**src/pm_cap_pkg.sv**
```systemverilog
package pm_cap_pkg;
   // configuration byte offsets of the capability header
   localparam logic [7:0] CAP_ID_OFS = 8'hA0;
   localparam logic [7:0] NEXT_PTR_OFS = 8'hA1;
   localparam logic [7:0] CAPS_WORD_OFS = 8'hA2;
   // fixed header values
   localparam logic [7:0] CAP_ID_VAL = 8'h01;
   localparam logic [7:0] NEXT_PTR_VAL = 8'h00;
   // capabilities word field positions
   localparam int COLD_WAKE_BIT = 15;
   localparam int AUX_BIT = 4;
   // reset values of the capabilities word per revision
   localparam logic [15:0] CAPS_RST_V11 = 16'hFE12;
   localparam logic [15:0] CAPS_RST_V10 = 16'hFE11;
   localparam logic [2:0] VERSION_V11 = 3'h2;
   localparam logic [2:0] VERSION_V10 = 3'h1;
   // read-only upper bits 14..9: wake from d3hot..d0, d2 and d1 supported
   localparam logic [5:0] RO_HIGH_BITS = 6'h3F;
   // bit 4 aux supply needed, gated by cold wake, and bit 3 wake needs clock, held constant
   localparam logic AUX_NEEDED_VAL = 1'b1;
   localparam logic WAKE_CLK_VAL = 1'b0;
   // number of bridge functions with their own copy
   localparam int NUM_FUNCS = 2;
endpackage

```
**src/pm_capability_regs.sv**
```systemverilog
`timescale 1ns/1ps
`default_nettype none
// Contract
// - id byte reads power-management id
// - next pointer always reads zero
// - cold-wake bit writable, resets to one
// - wake-state bits 14..11 read ones
// - bit 10 reads one, d2 supported
// - bit 9 reads one, d1 supported
// - bits 8..6 reserved, read zero
// - init flag bit 5 reads zero
// - aux flag zero when cold-wake cleared
// - wake-needs-clock bit reads constant
// - version field follows selected revision
// - word resets to revision default value
// - each function keeps own word copy
module pm_capability_regs
   import pm_cap_pkg::*;
(
   input wire logic core_clk_i,
   input wire logic rst_i,
   input wire logic rev_v11_i, // static strap, high selects revision 1.1
   input wire logic cfg_wr_i, // configuration write strobe, one cycle
   input wire logic cfg_rd_i, // configuration read strobe, one cycle
   input wire logic cfg_func_i, // target function number
   input wire logic [7:0] cfg_addr_i, // dword-aligned byte address
   input wire logic [3:0] cfg_be_i, // byte enables, active high
   input wire logic [31:0] cfg_wdata_i,
   output logic [31:0] cfg_rdata_o, // registered read data
   output logic cfg_hit_o // registered: last read hit this dword
);
   // capabilities word of each function, one copy per function
   logic [15:0] caps [NUM_FUNCS];
   // address decode of the header dword, bytes a0..a3
   logic hdr_hit;
   // write strobe that reaches the header dword
   logic hdr_wr;
   // read strobe that reaches the header dword
   logic hdr_rd;
   // only the top byte holds a writable bit
   logic top_byte_wr;
   // per-function write enable of the cold-wake flag
   logic [NUM_FUNCS-1:0] func_wr;
   // capabilities word of the addressed function
   logic [15:0] sel_caps;
   // constant low half of the dword: pointer above id
   logic [15:0] hdr_low;
   // whole header dword as the host sees it
   logic [31:0] hdr_dword;
   // next read data and hit flag, loaded on a read strobe
   logic [31:0] nxt_rdata;
   logic nxt_hit;
   // read data register, held until the next read
   logic [31:0] cfg_rdata_ff;
   // hit register, held until the next read
   logic cfg_hit_ff;

   // true when a byte address selects the header dword
   // the address is dword aligned, so only a0 is compared; a1..a3 do not hit
   function automatic logic hdr_match(input logic [7:0] ad);
      return (ad == CAP_ID_OFS);
   endfunction

   // true when the function number selects copy idx
   // only the lowest bit is compared, as there are two functions
   function automatic logic func_match(input logic fn, input int idx);
      return (fn == idx[0]);
   endfunction

   // address decode, shared by both copies and by the read path
   assign hdr_hit = hdr_match(cfg_addr_i);
   assign hdr_wr = cfg_wr_i & hdr_hit;
   assign hdr_rd = cfg_rd_i & hdr_hit;
   // byte 3 carries bit 15 of the word; bytes 0..2 hold no writable bit
   assign top_byte_wr = hdr_wr & cfg_be_i[3];

   // one copy per function; a write reaches only the addressed copy
   generate
      for (genvar f = 0; f < NUM_FUNCS; f++)
      begin : g_func
         // the copy answers only when its own function number is addressed
         assign func_wr[f] = top_byte_wr & func_match(cfg_func_i, f);
         pm_caps_word u_word (
            .core_clk_i(core_clk_i),
            .rst_i(rst_i),
            .rev_v11_i(rev_v11_i),
            .cold_wake_we_i(func_wr[f]),
            .cold_wake_wd_i(cfg_wdata_i[31]),
            .caps_o(caps[f])
         );
      end
   endgenerate

   // the id and pointer are constants, so writes to bytes 0..1 vanish
   assign hdr_low = {NEXT_PTR_VAL, CAP_ID_VAL};
   // the read mux picks the addressed function's word
   assign sel_caps = caps[cfg_func_i];
   assign hdr_dword = {sel_caps, hdr_low};
   // unmapped dwords read zero and do not raise the hit flag
   assign nxt_rdata = hdr_hit ? hdr_dword : 32'h0000_0000;
   assign nxt_hit = hdr_hit;

   // read data is flopped so the host samples a stable value;
   // a write never touches it, so it stands until the next read
   always_ff @(posedge core_clk_i)
   begin
      if (rst_i)
      begin
         cfg_rdata_ff <= 32'h0000_0000;
         cfg_hit_ff <= 1'b0;
      end
      else if (cfg_rd_i)
      begin
         cfg_rdata_ff <= nxt_rdata;
         cfg_hit_ff <= nxt_hit;
      end
   end

   // outputs come straight from the registers
   assign cfg_rdata_o = cfg_rdata_ff;
   assign cfg_hit_o = cfg_hit_ff;

   // the id byte answers every header read
   // a stuck mux here would hide the whole capability list
   a_id_read: assert property (@(posedge core_clk_i) disable iff (rst_i)
      hdr_rd |=> cfg_rdata_o[7:0] == CAP_ID_VAL)
      else $error("id byte read wrong");

   // the list ends here, so the pointer reads zero
   // a nonzero value would send software walking into junk
   a_ptr_read: assert property (@(posedge core_clk_i) disable iff (rst_i)
      hdr_rd |=> cfg_rdata_o[15:8] == NEXT_PTR_VAL)
      else $error("next pointer read wrong");

   // the upper half is the addressed function's word
   // a write in the same cycle is seen only by the next read
   a_caps_read: assert property (@(posedge core_clk_i) disable iff (rst_i)
      hdr_rd |=> cfg_rdata_o[31:16] == $past(sel_caps))
      else $error("caps word read wrong");

   // unmapped dwords read as zero with no hit
   // the host relies on this to skip absent registers
   a_miss_zero: assert property (@(posedge core_clk_i) disable iff (rst_i)
      (cfg_rd_i && !hdr_hit) |=> (cfg_rdata_o == 32'h0000_0000) && !cfg_hit_o)
      else $error("unmapped read not zero");

   // a header read raises the hit flag
   // the flag is what tells a wrapper that this block claimed the read
   a_hit_read: assert property (@(posedge core_clk_i) disable iff (rst_i)
      hdr_rd |=> cfg_hit_o)
      else $error("hit flag missing");

   // the hit flag follows the address of the last read
   // it must not change on a write
   a_hit_flag: assert property (@(posedge core_clk_i) disable iff (rst_i)
      cfg_rd_i |=> cfg_hit_o == $past(hdr_hit))
      else $error("hit flag wrong");

   // without a read strobe the answer stands
   // the host may sample it late, so it must not drift
   a_rdata_hold: assert property (@(posedge core_clk_i) disable iff (rst_i)
      !cfg_rd_i |=> $stable(cfg_rdata_o) && $stable(cfg_hit_o))
      else $error("read data changed without read");

   // wake from d3hot, d2, d1 and d0 is always advertised
   // these bits sit at 30..27 of the dword
   a_wake_mask: assert property (@(posedge core_clk_i) disable iff (rst_i)
      hdr_rd |=> cfg_rdata_o[30:27] == 4'hF)
      else $error("wake state bits wrong");

   // d2 and d1 support bits read as ones
   // they sit at 26..25 of the dword
   a_low_states: assert property (@(posedge core_clk_i) disable iff (rst_i)
      hdr_rd |=> cfg_rdata_o[26:25] == 2'b11)
      else $error("low state support wrong");

   // reserved bits and the init flag read zero
   // they sit at 24..21 of the dword
   a_reserved_zero: assert property (@(posedge core_clk_i) disable iff (rst_i)
      hdr_rd |=> cfg_rdata_o[24:21] == 4'h0)
      else $error("reserved bits not zero");

   // the wake-needs-clock bit is a constant
   // it sits at bit 19 of the dword
   a_clock_bit: assert property (@(posedge core_clk_i) disable iff (rst_i)
      hdr_rd |=> cfg_rdata_o[19] == WAKE_CLK_VAL)
      else $error("wake clock bit wrong");

   // the aux flag must read zero once cold wake is cleared
   // checked on the bus as well as inside each copy
   a_aux_read: assert property (@(posedge core_clk_i) disable iff (rst_i)
      (hdr_rd && !sel_caps[COLD_WAKE_BIT]) |=> !cfg_rdata_o[16 + AUX_BIT])
      else $error("aux flag read without cold wake");

   // the version field follows the strap
   // the strap is static, so its present value is the one to compare
   a_version_read: assert property (@(posedge core_clk_i) disable iff (rst_i)
      hdr_rd |=> cfg_rdata_o[18:16] == (rev_v11_i ? VERSION_V11 : VERSION_V10))
      else $error("version field read wrong");

   // a write to function 1 leaves function 0 alone
   // guards against a shared enable between the copies
   a_func_isolated: assert property (@(posedge core_clk_i) disable iff (rst_i)
      (cfg_wr_i && cfg_func_i) |=> $stable(caps[0]))
      else $error("function 1 write hit function 0");

   // a write to function 0 leaves function 1 alone
   // the mirror case of the check above
   a_func1_isolated: assert property (@(posedge core_clk_i) disable iff (rst_i)
      (cfg_wr_i && !cfg_func_i) |=> $stable(caps[1]))
      else $error("function 0 write hit function 1");

   // writes without the top byte enable change nothing
   // bytes 0..2 hold only read-only bits
   a_low_write_ignored: assert property (@(posedge core_clk_i) disable iff (rst_i)
      (hdr_wr && !cfg_be_i[3]) |=> $stable(caps[0]) && $stable(caps[1]))
      else $error("low byte write changed a word");

   // a top byte write to function 0 lands in bit 15
   // written data bit 31 carries the new flag
   a_write_lands: assert property (@(posedge core_clk_i) disable iff (rst_i)
      (top_byte_wr && !cfg_func_i) |=> caps[0][COLD_WAKE_BIT] == $past(cfg_wdata_i[31]))
      else $error("cold wake write lost on bus");
endmodule
`default_nettype wire

```
**src/pm_caps_word.sv**
```systemverilog
`timescale 1ns/1ps
`default_nettype none
// one function's copy of the capabilities word
module pm_caps_word
   import pm_cap_pkg::*;
(
   input wire logic core_clk_i,
   input wire logic rst_i,
   input wire logic rev_v11_i,
   input wire logic cold_wake_we_i,
   input wire logic cold_wake_wd_i,
   output logic [15:0] caps_o
);
   logic cold_wake_ff; // only writable bit
   logic [2:0] version; // version field from revision strap
   logic aux_supply_needed; // gated by cold wake flag
   logic rst_cold; // reset value of bit 15 taken from package
   assign version = rev_v11_i ? VERSION_V11 : VERSION_V10;
   assign rst_cold = rev_v11_i ? CAPS_RST_V11[COLD_WAKE_BIT] : CAPS_RST_V10[COLD_WAKE_BIT];
   // aux flag is meaningless without cold wake, so it reads zero then
   assign aux_supply_needed = AUX_NEEDED_VAL & cold_wake_ff;
   // writable wake-from-cold flag; reset value comes from a constant per revision
   always_ff @(posedge core_clk_i)
   begin
      if (rst_i)
      begin
         cold_wake_ff <= rst_cold;
      end
      else if (cold_wake_we_i)
      begin
         cold_wake_ff <= cold_wake_wd_i;
      end
   end
   // bits 14..9 ones, 8..6 and 5 zero, bit 3 constant
   assign caps_o = {cold_wake_ff, RO_HIGH_BITS, 3'h0, 1'b0, aux_supply_needed, WAKE_CLK_VAL, version};
   // after reset the word equals the documented default for the revision
   a_reset_value: assert property (@(posedge core_clk_i) rst_i |=> (caps_o == (rev_v11_i ? CAPS_RST_V11 : CAPS_RST_V10)))
      else $error("caps word reset value wrong");
   a_aux_gated: assert property (@(posedge core_clk_i) disable iff (rst_i) !caps_o[COLD_WAKE_BIT] |-> !caps_o[AUX_BIT])
      else $error("aux flag set without cold wake");
   a_ro_bits: assert property (@(posedge core_clk_i) disable iff (rst_i) caps_o[14:5] == 10'h3F0)
      else $error("read-only bits wrong");
   a_write_takes: assert property (@(posedge core_clk_i) disable iff (rst_i) cold_wake_we_i |=> caps_o[15] == $past(cold_wake_wd_i))
      else $error("cold wake write lost");
   a_hold_value: assert property (@(posedge core_clk_i) disable iff (rst_i) !cold_wake_we_i |=> $stable(caps_o[15]))
      else $error("cold wake changed without write");
   a_version_field: assert property (@(posedge core_clk_i) disable iff (rst_i) caps_o[2:0] == (rev_v11_i ? VERSION_V11 : VERSION_V10))
      else $error("version field wrong");
endmodule
`default_nettype wire

```
**config.mk**
```make
export PLATFORM = sky130hd
export DESIGN_NAME = pm_capability_regs
export DESIGN_NICKNAME = d
export VERILOG_FILES = /design/src/pm_cap_pkg.sv /design/src/pm_capability_regs.sv /design/src/pm_caps_word.sv
export SDC_FILE = /design/constraint.sdc
export NUM_CORES = 1
export LEC_CHECK = 0
export BUFFER_PORTS_ARGS = -buffer_cell sky130_fd_sc_hd__buf_2
export CAP_MARGIN = 20
export CORE_UTILIZATION = 28
export CTS_BUF_LIST = sky130_fd_sc_hd__clkbuf_2 sky130_fd_sc_hd__clkbuf_4 sky130_fd_sc_hd__clkbuf_8
export DETAILED_ROUTE_END_ITERATION = 6
export HOLD_SLACK_MARGIN = 0.08
export MAX_ROUTING_LAYER = met4
export PLACE_DENSITY_LB_ADDON = 0.1
export REMOVE_ABC_BUFFERS = 1
export SLEW_MARGIN = 10
export SYNTH_ARGS = -nofsm -noshare
export SYNTH_HDL_FRONTEND = slang
export SYNTH_SLANG_ARGS = --single-unit
```
**constraint.sdc**
```tcl
create_clock -name core_clk_i -period 1.2 [get_ports core_clk_i]
set_input_delay 0.24 -clock core_clk_i [delete_from_list [all_inputs] [get_ports core_clk_i]]
set_output_delay 0.24 -clock core_clk_i [all_outputs]
set_load 0.05 [all_outputs]
```
; Word level (Yosys, flattened, before mapping)
; Index checks and enable logic that the tools add are counted.
[op_classes]
magnitude_cmp = 1
eq_ne = 1
n_mux = 5
n_bitwise = 6
[ops]
columns = op, count
row1 = 16-bit 2-to-1 mux, 3
row2 = 32-bit 2-to-1 mux, 1
row3 = 8-bit equality test (second input constant), 1
row4 = 1-bit AND, 4
row5 = 2-bit greater-or-equal comparator (second input constant), 1
row6 = 2-bit 2-to-1 mux, 1
row7 = 1-bit NOT with 2-bit output, 1
row8 = 1-bit NOT, 1
[word_totals]
reg_bits = 35
in_bits = 50
out_inout_bits = 33
wordCells = 17

; Logic depth before layout (Yosys ltp)
[logic_depth]
depth_word = 5
ltp_mapped = 3
mapped_depth_nobuf = 3

; Modules after synthesis
; A second synthesis with hierarchy kept.
[hier_totals]
hier_cells = 143
area_unflattened_um2 = 1401.3
[modules_own_cells]
columns = module, instances, cells_per_inst, area_per_inst_um2
row1 = pm_capability_regs, 1, 101, 1083.5
row2 = pm_caps_word, 2, 21, 158.9

; Worst setup path before layout
; No wires, ideal clock.
[synth_timing]
path_type = register -> output
start = reg, netlist name cfg_rdata_o[30]
end = out cfg_rdata_o[0]
arrival_ns = 1.033
required_ns = 0.960
setup_slack_ns = -0.073
path_stages_with_launch = 2
n_path_buf = 1
path_cell_list = dfxtp_1 -> buf_4
[synth_lines]
columns = element, line_no
row1 = to (decl), pm_capability_regs.sv:29  ; output logic [31:0] cfg_rdata_o,

==> reports/results.ini <==
[power]
power_frac_comb=0.335
p_sw_frac=0.410
switching_power_w=0.000236
power.density_nw_per_um2=984
power_leakage_nw=0.306
clock_power_share=0.317
irDropWorstVdd_v=0.000372
p_int_w=0.000340
seq_power_share=0.348
finalPower_w=0.000576

[floorplan]
ios=83
core_area_sq_um=1730
start_util=0.296
dieArea_sq_um=2000
rows=15
die_h_um=44.7
die_x_um=44.7

[timing]
setup_viol=0
finClkSkew_ps=0.0194
fin_crit_ps=1120
hold_violations=0
slew_viol_final=0
setup_tns_ps=0
fmax_ghz=0.892
fin_crit_sh=0.935
rsz0062_at_grt=false

[yosys]
yosysMostFrequentCell=buf_4
synthArstFlopShare=0
synth_edf_count=0
yosys.cell_types.count=14
post_synth.cell_area_avg_sq_um=8.65
synth_area_sq_um=510
postSynthCellCount=59
ys.flop_type=dfxtp_1
yosys_register_bits=6
synth_top_area_frac=0.426
ys_top_cells_by_area=buf_4 43%, dfxtp_1 24%, nand2b_1 4.9%
seq_area_frac_synth=0.235
yosysWarnings=0
netlist_top_cells_count=29 x buf_4, 6 x dfxtp_1, 4 x a21oi_1, 4 x nand2b_1
yosysTopAreaCell=buf_4

[routing]
first_iter_violations=3
wl_um=825
drc_errors=0
firstDrtPassIters=2
top_layer=met4
vias=385
viasPerCell=3.63
met1_length_um=313
ant_nets=0
wire_per_inst_um=7.78
wl_met2_um=394
wl_met3_um=110

[critical_path]
critical_path_class=flop to output pin
crit_chain=clkbuf_4
critPathLaunchType=flop
cp.arrival_ps=880
slowest_delay_ps=390
worstPathMaxFanout=9
cp_num_buf_inv=1
cp.required_ps=960
crit_slowest_cell=dfxtp_2
end_kind=output pin
crit_family=flip-flops

[clock_tree]
ctsRootBufferMaster=clkbuf_4
clock_latency_ps=240
holdBufCountCts=0
clkTransAtPathRegs_ps=40
cts_inserted_buffers=3
numClockSinks=6
cts_tree=done
max-clock-path-buffers=2
cts.htree.levels=1

[layout]
stdcell_count=106
area_delta_synth_final_pct=14.7
multi_input_area_sq_um=248
fillCellCount=200
drive_above_1_share=0.420
regArea_sq_um=121
diodes=0
fin_util=0.339
finalNetCount=133
finalInstanceArea_sq_um=586

[global_route]
grt_max_degree=10
grt_pass1_wl_um=1190
grt_overflow=0
grt_usage=0.0911
antenna_found_initial=0
grt_pass1_vias=297

[place]
post-place-cells=103
placed_cell_area_sq_um=542
port_buffers=27
routabilityCongestion=0.646

[min_path]
hp-class=primary input to flop

[run_status]
status=completed

[job]
max_cap_viol_count=0

==> worst paths after layout <==
check / slack, ps / depth (start not counted) / to / startpoint
worst max-delay path: 80 / 1 / cfg_rdata_o[25] / cfg_rdata_o[30]$_SDFFE_PP0P_
worst min-delay path: 250 / 2 / cfg_rdata_o[30]$_SDFFE_PP0P_ / rst_i
worst max register to register: 370 / 3 / cfg_rdata_o[20]$_SDFFE_PP0P_ / g_func[1].u_word.aux_supply_needed$_SDFFE_PP1P_
worst min register to register: 460 / 2 / cfg_rdata_o[17]$_SDFFE_PP0P_ / cfg_rdata_o[17]$_SDFFE_PP0P_
==> flip-flops by register name, indices dropped and copies added, names as in the netlist <==
name                             cells
cfg_rdata_o                          4
g_func.u_word.aux_supply_needed      2
==> metal layers <==
metal,up-vias,GRT usage
li1,194,-
met1,165,0.0882
met2,24,0.138
met3,2,0.0680
met4,0,0.0364
met5,-,-
==> area by class of cell <==
cell class	instances	area share
multi-input cells	44	0.423
flip-flops and latches	6	0.207
repair buffers	28	0.278
well taps	25	0.0534
clock buffers	3	0.0385
==> cells by family (layout without fill, tap and decap cells) <==
family / after synthesis / after routing / share of synthesized area
compound gates: 4 / 4 / 0.0392
buf+inv: 29 / 31 / 0.426
flops: 6 / 6 / 0.235
mux: 3 / 3 / 0.0613
other cells: 1 / 21 / 0.00735
simple gates: 16 / 16 / 0.230
==> layout by cell type, fill, tap and decap left out <==
cell / count
a21oi_1: 4
nor2_1: 3
dfxtp_1: 5
nand2b_1: 4
nor4_4: 1
clkbuf_4: 8
and4bb_1: 1
nand4b_1: 2
nand4_1: 3
dfxtp_2: 1
mux2i_1: 2
mux2_2: 1
conb_1: 21
buf_2: 19
and2_0: 1
nand3_1: 1
buf_4: 4
==> power groups by stage <==
| stage | Sequential [W] | Clock, W | Combinational (W) |
|---|---|---|---|
| final | 0.000200 | 0.000182 | 0.000193 |
| after global routing | 0.000200 | 0.000210 | 0.000203 |
| after detailed placement | 0.000204 | 0 | 0.000192 |
| after floorplan | 0.000206 | 0 | 0.000153 |
| after global placement | 0.000204 | 0 | 0.000192 |
| after CTS | 0.000200 | 0.000192 | 0.000192 |
==> through the flow <==
stage	setup WS (ps)	hold WS, ps
3_3_place_gp	37.0	462
5_1_grt	24.2	258
3_5_place_dp	52.8	458
2_1_floorplan	-2040	309
6_report	78.4	254
4_1_cts	-11.7	255
==> repair_timing <==
action | in CTS | in global routing
setup buffers | 0 | 0
gates resized for setup | 0 | 12
endpoints found under the setup margin | 8 | 8
Note: power is estimated with default switching activity, not from simulation.
